<file path="config.mk">
export PLATFORM = sky130hd
export DESIGN_NAME = dvm_mode_regs
export DESIGN_NICKNAME = d
export VERILOG_FILES = /design/src/dvm_pkg.sv /design/src/dvm_atten_channel.sv /design/src/dvm_mode_regs.sv
export SDC_FILE = /design/constraint.sdc
export NUM_CORES = 1
export LEC_CHECK = 0
export ABC_AREA = 0
export BUFFER_PORTS_ARGS = -buffer_cell sky130_fd_sc_hd__buf_2
export CORE_MARGIN = 1
export CORE_UTILIZATION = 54
export CTS_CLUSTER_DIAMETER = 50
export DETAILED_ROUTE_END_ITERATION = 10
export PLACE_DENSITY = 0.76
export SETUP_SLACK_MARGIN = 0.3
export SLEW_MARGIN = 40
export SYNTH_ARGS = -nofsm -noshare
export SYNTH_HDL_FRONTEND = slang
export SYNTH_HIERARCHICAL = 1
export SYNTH_SLANG_ARGS = --single-unit
</file>
<file path="constraint.sdc">
create_clock -name clock_i -period 2.4 [get_ports clock_i]
set_clock_uncertainty 0.2 [all_clocks]
set_input_delay 0.24 -clock clock_i [delete_from_list [all_inputs] [get_ports clock_i]]
set_output_delay 0.24 -clock clock_i [all_outputs]
set_load 0.005 [all_outputs]
</file>
<file path="src/dvm_pkg.sv">
// Constants shared by the DAC mode-control register block.
// Assumes a single 50 MHz system clock and a synchronous active-high reset.
package dvm_pkg;

    // ****************************************
    // Control word layout
    // ****************************************
    localparam int WORD_W  = 16;
    localparam int DATA_W  = 8;
    localparam int IDX_W   = 7;
    localparam int CNT_W   = 5;
    localparam int RW_BIT  = 15;
    localparam int IDX_HI  = 14;
    localparam int IDX_LO  = 8;
    localparam logic             RW_WRITE      = 1'h0;
    localparam logic             RW_READ       = 1'h1;
    localparam logic [CNT_W-1:0] CNT_ZERO      = 5'h00;
    localparam logic [CNT_W-1:0] CNT_ONE       = 5'h01;
    localparam logic [CNT_W-1:0] CNT_IDX_DONE  = 5'h08;
    localparam logic [CNT_W-1:0] CNT_WORD_DONE = 5'h10;

    // ****************************************
    // Register indexes and reset values
    // ****************************************
    localparam logic [IDX_W-1:0]  IDX_LEFT_ATTEN  = 7'h10;
    localparam logic [IDX_W-1:0]  IDX_RIGHT_ATTEN = 7'h11;
    localparam logic [IDX_W-1:0]  IDX_FMT_CTRL    = 7'h12;
    localparam logic [IDX_W-1:0]  IDX_OUT_CTRL    = 7'h13;
    localparam logic [DATA_W-1:0] ATTEN_RESET     = 8'hFF;
    localparam logic [DATA_W-1:0] FMT_CTRL_RESET  = 8'h50;
    localparam logic [DATA_W-1:0] OUT_CTRL_RESET  = 8'h00;
    localparam logic [DATA_W-1:0] READ_ZERO       = 8'h00;

    // Codes at or below this ceiling mean full mute.
    localparam logic [DATA_W-1:0] MUTE_CEIL   = 8'h0E;
    localparam logic [DATA_W-1:0] LEVEL_FLOOR = 8'h00;
    localparam logic [DATA_W-1:0] LEVEL_STEP  = 8'h01;

    // ****************************************
    // Field positions
    // ****************************************
    localparam int LOAD_BIT = 7;
    localparam int FMT_HI   = 6;
    localparam int FMT_LO   = 4;
    localparam int DMF_HI   = 3;
    localparam int DMF_LO   = 2;
    localparam int DME_BIT  = 1;
    localparam int MUTE_BIT = 0;
    localparam int ATS_HI   = 6;
    localparam int ATS_LO   = 5;

    // ****************************************
    // Field encodings
    // ****************************************
    typedef enum logic [2:0] {
        DVM_FMT_RJ16  = 3'h0,
        DVM_FMT_RJ20  = 3'h1,
        DVM_FMT_RJ24  = 3'h2,
        DVM_FMT_LJ24  = 3'h3,
        DVM_FMT_I2S16 = 3'h4,
        DVM_FMT_I2S24 = 3'h5,
        DVM_FMT_RSV6  = 3'h6,
        DVM_FMT_RSV7  = 3'h7
    } dvm_format_type;

    typedef enum logic [1:0] {
        DVM_DMF_OFF  = 2'h0,
        DVM_DMF_48K  = 2'h1,
        DVM_DMF_441K = 2'h2,
        DVM_DMF_32K  = 2'h3
    } dvm_deemph_type;

    typedef enum logic [1:0] {
        DVM_RATE_DIV1 = 2'h0,
        DVM_RATE_DIV2 = 2'h1,
        DVM_RATE_DIV4 = 2'h2,
        DVM_RATE_DIV8 = 2'h3
    } dvm_rate_type;

    localparam int RATE_CNT_W = 3;
    localparam logic [RATE_CNT_W-1:0] RATE_MASK1 = 3'h0;
    localparam logic [RATE_CNT_W-1:0] RATE_MASK2 = 3'h1;
    localparam logic [RATE_CNT_W-1:0] RATE_MASK4 = 3'h3;
    localparam logic [RATE_CNT_W-1:0] RATE_MASK8 = 3'h7;
    localparam logic [RATE_CNT_W-1:0] RATE_STEP  = 3'h1;

endpackage

</file>
<file path="src/dvm_atten_channel.sv">
// One channel attenuator: holds the applied code and walks the level.
// Assumes load, code, mute and tick come from logic on the same clock.
`timescale 1ns/1ns
`default_nettype none

module dvm_atten_channel (
    input  wire logic       clock_i,
    input  wire logic       srst_i,
    input  wire logic       load_i,
    input  wire logic [7:0] code_i,
    input  wire logic       mute_i,
    input  wire logic       tick_i,
    output logic      [7:0] level_o,
    output logic            muted_o
);

    typedef struct packed {
        logic [7:0] target;
        logic [7:0] level;
        logic       muted;
    } dvm_chan_state_type;

    dvm_chan_state_type state_reg;
    dvm_chan_state_type state_next;
    logic [7:0]         goal;

    // ****************************************
    // Level walk
    // ****************************************
    always_comb begin
        state_next = state_reg;
        if (load_i) begin
            // Mute codes collapse to the floor of the walk.
            if (code_i <= dvm_pkg::MUTE_CEIL) begin
                state_next.target = dvm_pkg::LEVEL_FLOOR;
            end else begin
                state_next.target = code_i;
            end
        end
        // Soft mute walks the level down from where it stands to the floor.
        goal = mute_i ? dvm_pkg::LEVEL_FLOOR : state_reg.target;
        if (tick_i) begin
            if (state_reg.level < goal) begin
                state_next.level = state_reg.level + dvm_pkg::LEVEL_STEP;
            end else if (state_reg.level > goal) begin
                state_next.level = state_reg.level - dvm_pkg::LEVEL_STEP;
            end
        end
        state_next.muted = (state_next.level <= dvm_pkg::MUTE_CEIL);
    end

    always_ff @(posedge clock_i) begin
        if (srst_i) begin
            state_reg.target <= dvm_pkg::ATTEN_RESET;
            state_reg.level  <= dvm_pkg::ATTEN_RESET;
            state_reg.muted  <= 1'h0;
        end else begin
            state_reg <= state_next;
        end
    end

    assign level_o = state_reg.level;
    assign muted_o = state_reg.muted;

endmodule // dvm_atten_channel

`default_nettype wire

</file>
<file path="src/dvm_mode_regs.sv">
// Mode-control registers of a stereo audio DAC behind a serial control port.
// Assumes the port pins and the word clock are asynchronous to clock_i.
`timescale 1ns/1ns
`default_nettype none

module dvm_mode_regs (
    input  wire logic       clock_i,
    input  wire logic       srst_i,
    input  wire logic       ctrl_clk_i,
    input  wire logic       ctrl_latch_n_i,
    input  wire logic       ctrl_data_i,
    input  wire logic       word_clk_i,
    input  wire logic       bitstream_mode_i,
    input  wire logic       filter_bypass_mode_i,
    output logic            ctrl_data_o,
    output logic            ctrl_data_oe_n_o,
    output logic      [7:0] left_level_o,
    output logic      [7:0] right_level_o,
    output logic            left_muted_o,
    output logic            right_muted_o,
    output logic      [2:0] audio_format_select_o,
    output logic      [2:0] bypass_format_o,
    output logic      [1:0] deemph_freq_select_o,
    output logic      [1:0] fir_perf_select_o,
    output logic            deemph_enable_o,
    output logic            soft_mute_o,
    output logic      [1:0] atten_rate_select_o,
    output logic      [7:0] output_ctrl_o
);

    // ****************************************
    // State
    // ****************************************
    typedef enum logic {
        DVM_PORT_IDLE  = 1'b0,
        DVM_PORT_FRAME = 1'b1
    } dvm_port_type;

    typedef struct packed {
        logic [2:0]  clk_sync;
        logic [2:0]  lat_sync;
        logic [2:0]  dat_sync;
        logic [2:0]  wck_sync;
        logic        clk_filt;
        logic        lat_filt;
        logic        dat_filt;
        logic        wck_filt;
        dvm_port_type port;
        logic [4:0]  bit_cnt;
        logic [15:0] shreg;
        logic [7:0]  rd_shreg;
        logic        dout;
        logic        dout_oe_n;
        logic [7:0]  left_code;
        logic [7:0]  right_code;
        logic [7:0]  fmt_ctrl;
        logic [7:0]  out_ctrl;
        logic        load_left;
        logic        load_right;
        logic [2:0]  rate_cnt;
        logic        tick;
        logic [2:0]  fmt_out;
        logic [2:0]  bypass_fmt_out;
        logic [1:0]  dmf_out;
        logic [1:0]  fir_out;
        logic        dme_out;
        logic        mute_out;
    } dvm_state_type;

    dvm_state_type state_reg;
    dvm_state_type state_next;
    logic          clk_rise;
    logic          clk_fall;
    logic          wck_rise;
    logic [6:0]    word_idx;
    logic [7:0]    rd_data;
    logic [2:0]    rate_mask;

    // ****************************************
    // Next-state logic
    // ****************************************
    always_comb begin
        state_next = state_reg;

        // Three-stage synchronisers; a change counts once the last two agree.
        state_next.clk_sync = {state_reg.clk_sync[1:0], ctrl_clk_i};
        state_next.lat_sync = {state_reg.lat_sync[1:0], ctrl_latch_n_i};
        state_next.dat_sync = {state_reg.dat_sync[1:0], ctrl_data_i};
        state_next.wck_sync = {state_reg.wck_sync[1:0], word_clk_i};
        if (state_reg.clk_sync[2] == state_reg.clk_sync[1]) begin
            state_next.clk_filt = state_reg.clk_sync[2];
        end
        if (state_reg.lat_sync[2] == state_reg.lat_sync[1]) begin
            state_next.lat_filt = state_reg.lat_sync[2];
        end
        if (state_reg.dat_sync[2] == state_reg.dat_sync[1]) begin
            state_next.dat_filt = state_reg.dat_sync[2];
        end
        if (state_reg.wck_sync[2] == state_reg.wck_sync[1]) begin
            state_next.wck_filt = state_reg.wck_sync[2];
        end
        clk_rise = state_next.clk_filt & ~state_reg.clk_filt;
        clk_fall = ~state_next.clk_filt & state_reg.clk_filt;
        wck_rise = state_next.wck_filt & ~state_reg.wck_filt;

        // Read-back mux; unmapped and read-only indexes answer zero.
        word_idx = state_reg.shreg[dvm_pkg::IDX_W-1:0];
        unique case (word_idx)
            dvm_pkg::IDX_LEFT_ATTEN:  rd_data = state_reg.left_code;
            dvm_pkg::IDX_RIGHT_ATTEN: rd_data = state_reg.right_code;
            dvm_pkg::IDX_FMT_CTRL:    rd_data = state_reg.fmt_ctrl;
            dvm_pkg::IDX_OUT_CTRL:    rd_data = state_reg.out_ctrl;
            default:                  rd_data = dvm_pkg::READ_ZERO;
        endcase

        state_next.load_left  = 1'h0;
        state_next.load_right = 1'h0;

        unique case (state_reg.port)
            DVM_PORT_IDLE: begin
                state_next.dout_oe_n = 1'h1;
                if (!state_next.lat_filt) begin
                    state_next.port    = DVM_PORT_FRAME;
                    state_next.bit_cnt = dvm_pkg::CNT_ZERO;
                end
            end
            DVM_PORT_FRAME: begin
                if (state_next.lat_filt) begin
                    state_next.port      = DVM_PORT_IDLE;
                    state_next.dout_oe_n = 1'h1;
                    // A write lands only for a complete 16-bit word.
                    if (state_reg.bit_cnt == dvm_pkg::CNT_WORD_DONE &&
                        state_reg.shreg[dvm_pkg::RW_BIT] == dvm_pkg::RW_WRITE) begin
                        unique case (state_reg.shreg[dvm_pkg::IDX_HI:dvm_pkg::IDX_LO])
                            dvm_pkg::IDX_LEFT_ATTEN: begin
                                state_next.left_code = state_reg.shreg[7:0];
                                state_next.load_left =
                                    state_reg.fmt_ctrl[dvm_pkg::LOAD_BIT];
                            end
                            dvm_pkg::IDX_RIGHT_ATTEN: begin
                                state_next.right_code = state_reg.shreg[7:0];
                                state_next.load_right =
                                    state_reg.fmt_ctrl[dvm_pkg::LOAD_BIT];
                            end
                            dvm_pkg::IDX_FMT_CTRL: begin
                                state_next.fmt_ctrl = state_reg.shreg[7:0];
                            end
                            dvm_pkg::IDX_OUT_CTRL: begin
                                state_next.out_ctrl = state_reg.shreg[7:0];
                            end
                            default: begin
                                // Read-only and unmapped indexes drop writes.
                                state_next.out_ctrl = state_reg.out_ctrl;
                            end
                        endcase
                    end
                end else if (clk_rise &&
                             state_reg.bit_cnt != dvm_pkg::CNT_WORD_DONE) begin
                    state_next.shreg = {state_reg.shreg[14:0],
                                        state_reg.dat_filt};
                    state_next.bit_cnt = state_reg.bit_cnt + dvm_pkg::CNT_ONE;
                end else if (clk_fall &&
                             state_reg.bit_cnt == dvm_pkg::CNT_IDX_DONE &&
                             state_reg.shreg[7] == dvm_pkg::RW_READ) begin
                    // Flag and index are in; start driving read data.
                    state_next.dout      = rd_data[7];
                    state_next.rd_shreg  = {rd_data[6:0], 1'h0};
                    state_next.dout_oe_n = 1'h0;
                end else if (clk_fall && !state_reg.dout_oe_n &&
                             state_reg.bit_cnt > dvm_pkg::CNT_IDX_DONE) begin
                    state_next.dout     = state_reg.rd_shreg[7];
                    state_next.rd_shreg = {state_reg.rd_shreg[6:0], 1'h0};
                end
            end
        endcase

        // Attenuation step tick: word clock divided by 1, 2, 4 or 8.
        unique case (dvm_pkg::dvm_rate_type'(
                     state_reg.out_ctrl[dvm_pkg::ATS_HI:dvm_pkg::ATS_LO]))
            dvm_pkg::DVM_RATE_DIV1: rate_mask = dvm_pkg::RATE_MASK1;
            dvm_pkg::DVM_RATE_DIV2: rate_mask = dvm_pkg::RATE_MASK2;
            dvm_pkg::DVM_RATE_DIV4: rate_mask = dvm_pkg::RATE_MASK4;
            dvm_pkg::DVM_RATE_DIV8: rate_mask = dvm_pkg::RATE_MASK8;
        endcase
        state_next.tick = 1'h0;
        if (wck_rise) begin
            state_next.rate_cnt = state_reg.rate_cnt + dvm_pkg::RATE_STEP;
            state_next.tick = ((state_reg.rate_cnt & rate_mask) == rate_mask);
        end

        // Format field: normal encodings, or the bypass meaning.
        if (filter_bypass_mode_i) begin
            state_next.bypass_fmt_out =
                state_reg.fmt_ctrl[dvm_pkg::FMT_HI:dvm_pkg::FMT_LO];
            state_next.fmt_out = state_reg.fmt_out;
        end else begin
            state_next.fmt_out =
                state_reg.fmt_ctrl[dvm_pkg::FMT_HI:dvm_pkg::FMT_LO];
        end

        // De-emphasis field: rate, or output filter setting in bitstream mode.
        if (bitstream_mode_i) begin
            state_next.fir_out =
                state_reg.fmt_ctrl[dvm_pkg::DMF_HI:dvm_pkg::DMF_LO];
            state_next.dme_out = 1'h0;
        end else begin
            state_next.dmf_out =
                state_reg.fmt_ctrl[dvm_pkg::DMF_HI:dvm_pkg::DMF_LO];
            state_next.dme_out = state_reg.fmt_ctrl[dvm_pkg::DME_BIT];
        end
        state_next.mute_out = state_reg.fmt_ctrl[dvm_pkg::MUTE_BIT];
    end

    // ****************************************
    // State register
    // ****************************************
    always_ff @(posedge clock_i) begin
        if (srst_i) begin
            state_reg            <= '0;
            // Clock and latch pins idle high; seeding their filters there avoids a false edge.
            state_reg.clk_sync   <= 3'h7;
            state_reg.clk_filt   <= 1'h1;
            state_reg.lat_sync   <= 3'h7;
            state_reg.lat_filt   <= 1'h1;
            state_reg.dout_oe_n  <= 1'h1;
            state_reg.left_code  <= dvm_pkg::ATTEN_RESET;
            state_reg.right_code <= dvm_pkg::ATTEN_RESET;
            state_reg.fmt_ctrl   <= dvm_pkg::FMT_CTRL_RESET;
            state_reg.out_ctrl   <= dvm_pkg::OUT_CTRL_RESET;
            state_reg.fmt_out    <= dvm_pkg::DVM_FMT_I2S24;
            state_reg.dmf_out    <= dvm_pkg::DVM_DMF_OFF;
        end else begin
            state_reg <= state_next;
        end
    end

    // ****************************************
    // Attenuators
    // ****************************************
    // Both channels share one tick and one soft-mute level.
    dvm_atten_channel u_left (
        .clock_i (clock_i),
        .srst_i  (srst_i),
        .load_i  (state_reg.load_left),
        .code_i  (state_reg.left_code),
        .mute_i  (state_reg.mute_out),
        .tick_i  (state_reg.tick),
        .level_o (left_level_o),
        .muted_o (left_muted_o)
    );

    dvm_atten_channel u_right (
        .clock_i (clock_i),
        .srst_i  (srst_i),
        .load_i  (state_reg.load_right),
        .code_i  (state_reg.right_code),
        .mute_i  (state_reg.mute_out),
        .tick_i  (state_reg.tick),
        .level_o (right_level_o),
        .muted_o (right_muted_o)
    );

    // ****************************************
    // Outputs
    // ****************************************
    assign ctrl_data_o           = state_reg.dout;
    assign ctrl_data_oe_n_o      = state_reg.dout_oe_n;
    assign audio_format_select_o = state_reg.fmt_out;
    assign bypass_format_o       = state_reg.bypass_fmt_out;
    assign deemph_freq_select_o  = state_reg.dmf_out;
    assign fir_perf_select_o     = state_reg.fir_out;
    assign deemph_enable_o       = state_reg.dme_out;
    assign soft_mute_o           = state_reg.mute_out;
    assign atten_rate_select_o   =
        state_reg.out_ctrl[dvm_pkg::ATS_HI:dvm_pkg::ATS_LO];
    assign output_ctrl_o         = state_reg.out_ctrl;

endmodule // dvm_mode_regs

`default_nettype wire

</file>
# After elaboration in Yosys (flattened, before gate mapping)
# Cells that the tools add are included.
# W data, S select, Z words.
[word_totals]
register_bits = 132
inputBits = 8
out_inout_bits = 42
elab_cells = 135
[op_classes]
addsub = 6
n_lt_le_gt_ge = 9
eq_ne = 24
mux = 26
n_bitwise = 15
n_reduce_logical = 21
[ops]
columns = ["cell", "count"]
rows = [
  ["$mux W8", 10],
  ["$eq A7 B5 Y1 const B", 8],
  ["$le A8 B4 Y1 const B", 4],
  ["$pmux W8 S4", 1],
  ["$mux W30", 1],
  ["$mux W21", 1],
  ["$reduce_and A4 Y1", 5],
  ["$mux W9", 2],
  ["$add A8 B1 Y8 const B", 2],
  ["$gt A8 B8 Y1", 2],
  ["$lt A8 B8 Y1", 2],
  ["$sub A8 B1 Y8 const B", 2],
  ["$pmux W3 S4", 1],
  ["$pmux W6 S2", 1],
  ["$not A1 Y1", 11],
  ["$mux W10", 1],
  ["$reduce_or A5 Y1", 2],
  ["$logic_and A1 B1 Y1", 6],
  ["$mux W1", 6],
  ["$mux W6", 1],
  ["$reduce_and A3 Y1", 2],
  ["$add A5 B1 Y5 const B", 1],
  ["$eq A5 B4 Y1 const B", 1],
  ["$eq A5 B5 Y1 const B", 1],
  ["other kinds (19)", 27],
]

# Depth between registers and ports, before layout
[logic_depth]
ltp_word = 11
ltp_mapped = 10
mapped_depth_nobuf = 9

# Cells and area by module
# Netlist, hierarchy kept.
[modules_own_cells]
columns = ["module", "instances", "cells_each", "area_per_inst_um2", "seq_area_each_um2"]
rows = [
  ["dvm_mode_regs", 1, 389, 3988.8, 1941.9],
  ["dvm_atten_channel at u_left", 1, 151, 1331.3, 340.3],
  ["dvm_atten_channel at u_right", 1, 147, 1286.2, 340.3],
]

# Least setup slack after synthesis
# No wires, ideal clock.
[synth_path]
path_type = "reg-to-reg"
startpoint = "register state_reg, in the netlist soft_mute_o"
endpoint = "register u_left.state_reg, in the netlist u_left/level_o[4]"
setup_ps = 123
t_arrival_ps = 2240
required_ps = 2077
slack_ps = -163
path_stages_with_launch = 11
n_path_buf = 1
period_less_slack_ps = 2563
cell_sequence = "dfxtp_1 nand2b_1 ha_1 nor2b_4 o211ai_4 a21o_1 buf_6 a2111oi_0 o21ai_0 xnor2_1 or2_2"
[synth_between]
elab_chain_len = 5
word_cells_on_any_way = 6
classes_between = "order compare (2); mux (4)"
[synth_lines]
columns = ["item", "line", "text"]
rows = [
  ["start: declaration", "dvm_mode_regs.sv:70", "dvm_state_type state_reg;"],
  ["start signal: assignment", "dvm_mode_regs.sv:233", "state_reg <= state_next;"],
  ["$mux W8 *", "dvm_atten_channel.sv:41", "goal = mute_i ? dvm_pkg::LEVEL_FLOOR : state_reg.target;"],
  ["$gt A8 B8 Y1", "dvm_atten_channel.sv:45", "end else if (state_reg.level > goal) begin"],
  ["$mux W8", "dvm_atten_channel.sv:45", ""],
  ["$mux W8 *", "dvm_atten_channel.sv:43", "if (state_reg.level < goal) begin"],
  ["$mux W8 *", "dvm_atten_channel.sv:42", "if (tick_i) begin"],
  ["end signal: assignment", "dvm_atten_channel.sv:58", "state_reg <= state_next;"],
  ["end: declaration", "dvm_atten_channel.sv:23", "dvm_chan_state_type state_reg;"],
]
# Every way passes the cells marked *; elsewhere a longest branch is shown, timed or not.
# A chain may end at the register's enable or synchronous reset.

# Final worst setup path
[layout_path]
startpoint = "register state_reg, in the netlist soft_mute_o"
endpoint = "register u_left.state_reg, in the netlist u_left/muted_o"
[layout_between]
elab_chain_len = 6
word_cells_on_any_way = 7
classes_between = "order compare (3); mux (4)"
[layout_lines]
columns = ["item", "line", "text"]
rows = [
  ["$mux W8 *", "dvm_atten_channel.sv:41", ""],
  ["$gt A8 B8 Y1", "dvm_atten_channel.sv:45", ""],
  ["$mux W8", "dvm_atten_channel.sv:45", ""],
  ["$mux W8 *", "dvm_atten_channel.sv:43", ""],
  ["$mux W8 *", "dvm_atten_channel.sv:42", ""],
  ["$le A8 B4 Y1 *", "dvm_atten_channel.sv:49", "state_next.muted = (state_next.level <= dvm_pkg::MUTE_CEIL);"],
]
# Marks and branches as above.

==> out/qor.yml <==
cap_violations: 0
end_kind: "flip-flop"
die_w_um: 113
vias: 5710
r2r-start: "soft_mute_o$_SDFF_PP0_"
drtPass1Iterations: 5
pre_cts_ws_ps: -286
wire_per_inst_um: 18.7
period_share_pct: 108
avgSynthCellArea_um2: 9.62
clkTransAtPathRegs_ps: 50
synth_flop_cell: "dfxtp_1"
grt_pass1_vias: 5543
clock_sinks: 131
grtUsageMet1_pct: 31.0
r2r_setup_slack_ps: -200
cp_max_fo: 8
track_usage_pct: 26.6
fillers: 767
syn_area_um2: 6610
die_height_um: 113
worst-slew-pin-transition_ps: 640
vdd_ir_drop_max_mv: 0.541
status: "finished, violations left"
core_um2: 12000
grt_util_met3_pct: 4.86
use_met2_pct: 47.6
violations: "setup timing"
fmax_mhz: 385
cts_tree: "built"
drt_drc_violations_left: 0
hold_class: "input port to flip-flop"
finish.instance_area_um2: 8790
rows: 40
worst_slack_ps: -201
yosys.area.top_type: "dfxtp_1"
cts-root-buf: "clkbuf_16"
arrival_ps: 2690
crit_type: "flip-flop to flip-flop"
synth_edf_count: 0
synthArstFlopShare_pct: 0
timing.rr.end: "u_left/muted_o$_SDFF_PP0_"
htreeDepth: 4
top_usage_layer: "met2"
drt-total-wl_um: 17700
crit_path_start: "soft_mute_o$_SDFF_PP0_"
fin_tns_setup_ps: -1230
synth_warnings: 6
setup_violations: 12
dieArea_um2: 12700
syn_inst: 687
syn_to_final_growth_pct: 33.0
io_pins: 50
synth_nets: 718
clockBufferDepth: 2
p_total_mw: 4.99
synth-seq-cells: 131
postPlaceCellArea_um2: 7260
worstPathRequired_ps: 2490
place.gp.congestion: 0.859
start_util_pct: 55.2
relSlewSlack_pct: 57.3
num_antenna_cells: 0
final_layout_size_suffix_gt1_share_pct: 39.5
fin_hold_ws_ps: 26.9
place_hpwl_um: 10800
antenna_found_initial: 0
netlist_top_cells_count: "dfxtp_1, nor2_1, mux2i_1"
synth_cell_types: 80
grt_max_degree: 34
min_period_ps: 2600
ant_nets: 0
netlist_top_cells_area: "dfxtp_1, mux2i_1, nor2_1"
critPathLaunchType: "flip-flop"
hold_viol_final: 0
p_leak_nw: 3.42
endpoint: "u_left/muted_o$_SDFF_PP0_"
yosysSeqAreaShare_pct: 39.7
rsz0062_at_grt: "true"
drv_slew: 0
synth_top_area_share_pct: 39.7
yosysMostFrequentCell: "dfxtp_1"
nNetsFinal: 819
grt.overflow.total: 0
power_density_nw_per_um2: 568
r2r_cells: 11
io_buffers: 49
viasPerCell: 6.02
drt-initial-drc-count: 375
clk_latency_ps: 410
cts_made_buffers: 17
largest_register_ffs: 66
grt_pass1_wl_um: 27000
## layer usage
| metal | vias to the layer above | part of all wire, % |
|---|---|---|
| li1 | 2660 | - |
| met1 | 2794 | 41 |
| met2 | 201 | 51 |
| met3 | 55 | 4.1 |
| met4 | 0 | 4.5 |
| met5 | - | 0 |
## critical path, stage by stage, from the launching register on
cell,delay [ps]
dfxtp_4,360
buf_6,130
nand2b_4,140
ha_4,240
nor2b_4,130
o211ai_4,200
a21o_4,220
buf_6,130
nand3_4,60
a221oi_2,310
mux2i_1,300
nor4b_2,80
## worst min path at each step
stage	cells after the start	start	slack [ps]	to
after floorplan	1	srst_i	140	u_right/level_o[5]$_SDFF_PP1_
after global placement	1	state_next[96]$_SDFF_PP1_	190	state_next[97]$_SDFF_PP1_
after detailed placement	1	state_next[96]$_SDFF_PP1_	200	state_next[97]$_SDFF_PP1_
after CTS	2	srst_i	30	state_reg[53]$_SDFFE_PP0P_
after global routing	2	srst_i	30	state_reg[53]$_SDFFE_PP0P_
final	2	srst_i	30	state_reg[53]$_SDFFE_PP0P_
## placed cells by master, fill, tap and decap left out, types with 7 or more instances in the layout
cell type    n
buf_2       48
dfxtp_1    125
a21oi_1     11
nor2b_1     20
nand4_1     14
inv_1       23
nor3_1      16
nand2_1     17
and3_1       9
a221o_1      8
a221oi_2     7
a211o_1     25
nand3_1      9
ha_1         9
ha_4        13
clkbuf_16   18
mux4_2       8
buf_6       19
o21ai_2      7
nand2b_4     7
nand2b_1    13
buf_4       71
nor2_1      79
mux2i_1     42
## per-stage QoR
stage               instances  util (%)
global placement          878      60.7
global route              948      73.5
detailed placement        878      60.7
floorplan                 687         -
CTS                       930      69.9
finish                    948      73.5
## timing repair
action / 4_1_cts / 5_1_grt
endpoints found under the hold margin: 11 / 0
gates cloned: 3 / 1
hold buffers: 6 / 0
setup endpoints to repair: 67 / 71
setup buffers: 11 / 17
pin swaps: 35 / 33
resized for setup: 72 / 55
## power breakdown
part           total, mW  internal [mW]  leakage, nW  switching [mW]
Sequential          2.20           2.19         1.06         0.00959
Clock               2.54           1.58        0.275           0.963
Combinational      0.247          0.114         2.08           0.132
Total               4.99           3.88         3.42            1.10
## kinds of logic after synthesis
logic type	after synthesis	synth area share [%]
simple gates	247	20.9
compound gates	125	15.0
buf+inv	97	9.00
fa+ha+maj	24	4.53
mux	53	9.55
xor+xnor	10	1.33
flops	131	39.7
## area by class of cell
cell class                      count  area [um2]  share of cell area (%)
Clock inverter                     12         131                    1.49
Inverter                           28         105                    1.20
Multi-Input combinational cell    459        4090                    46.6
Timing Repair Buffer              151        1180                    13.5
Tap cell                          147         184                    2.09
Clock buffer                       20         457                    5.20
Sequential cell                   131        2640                    30.0
Power figures use the tool's default switching activity.
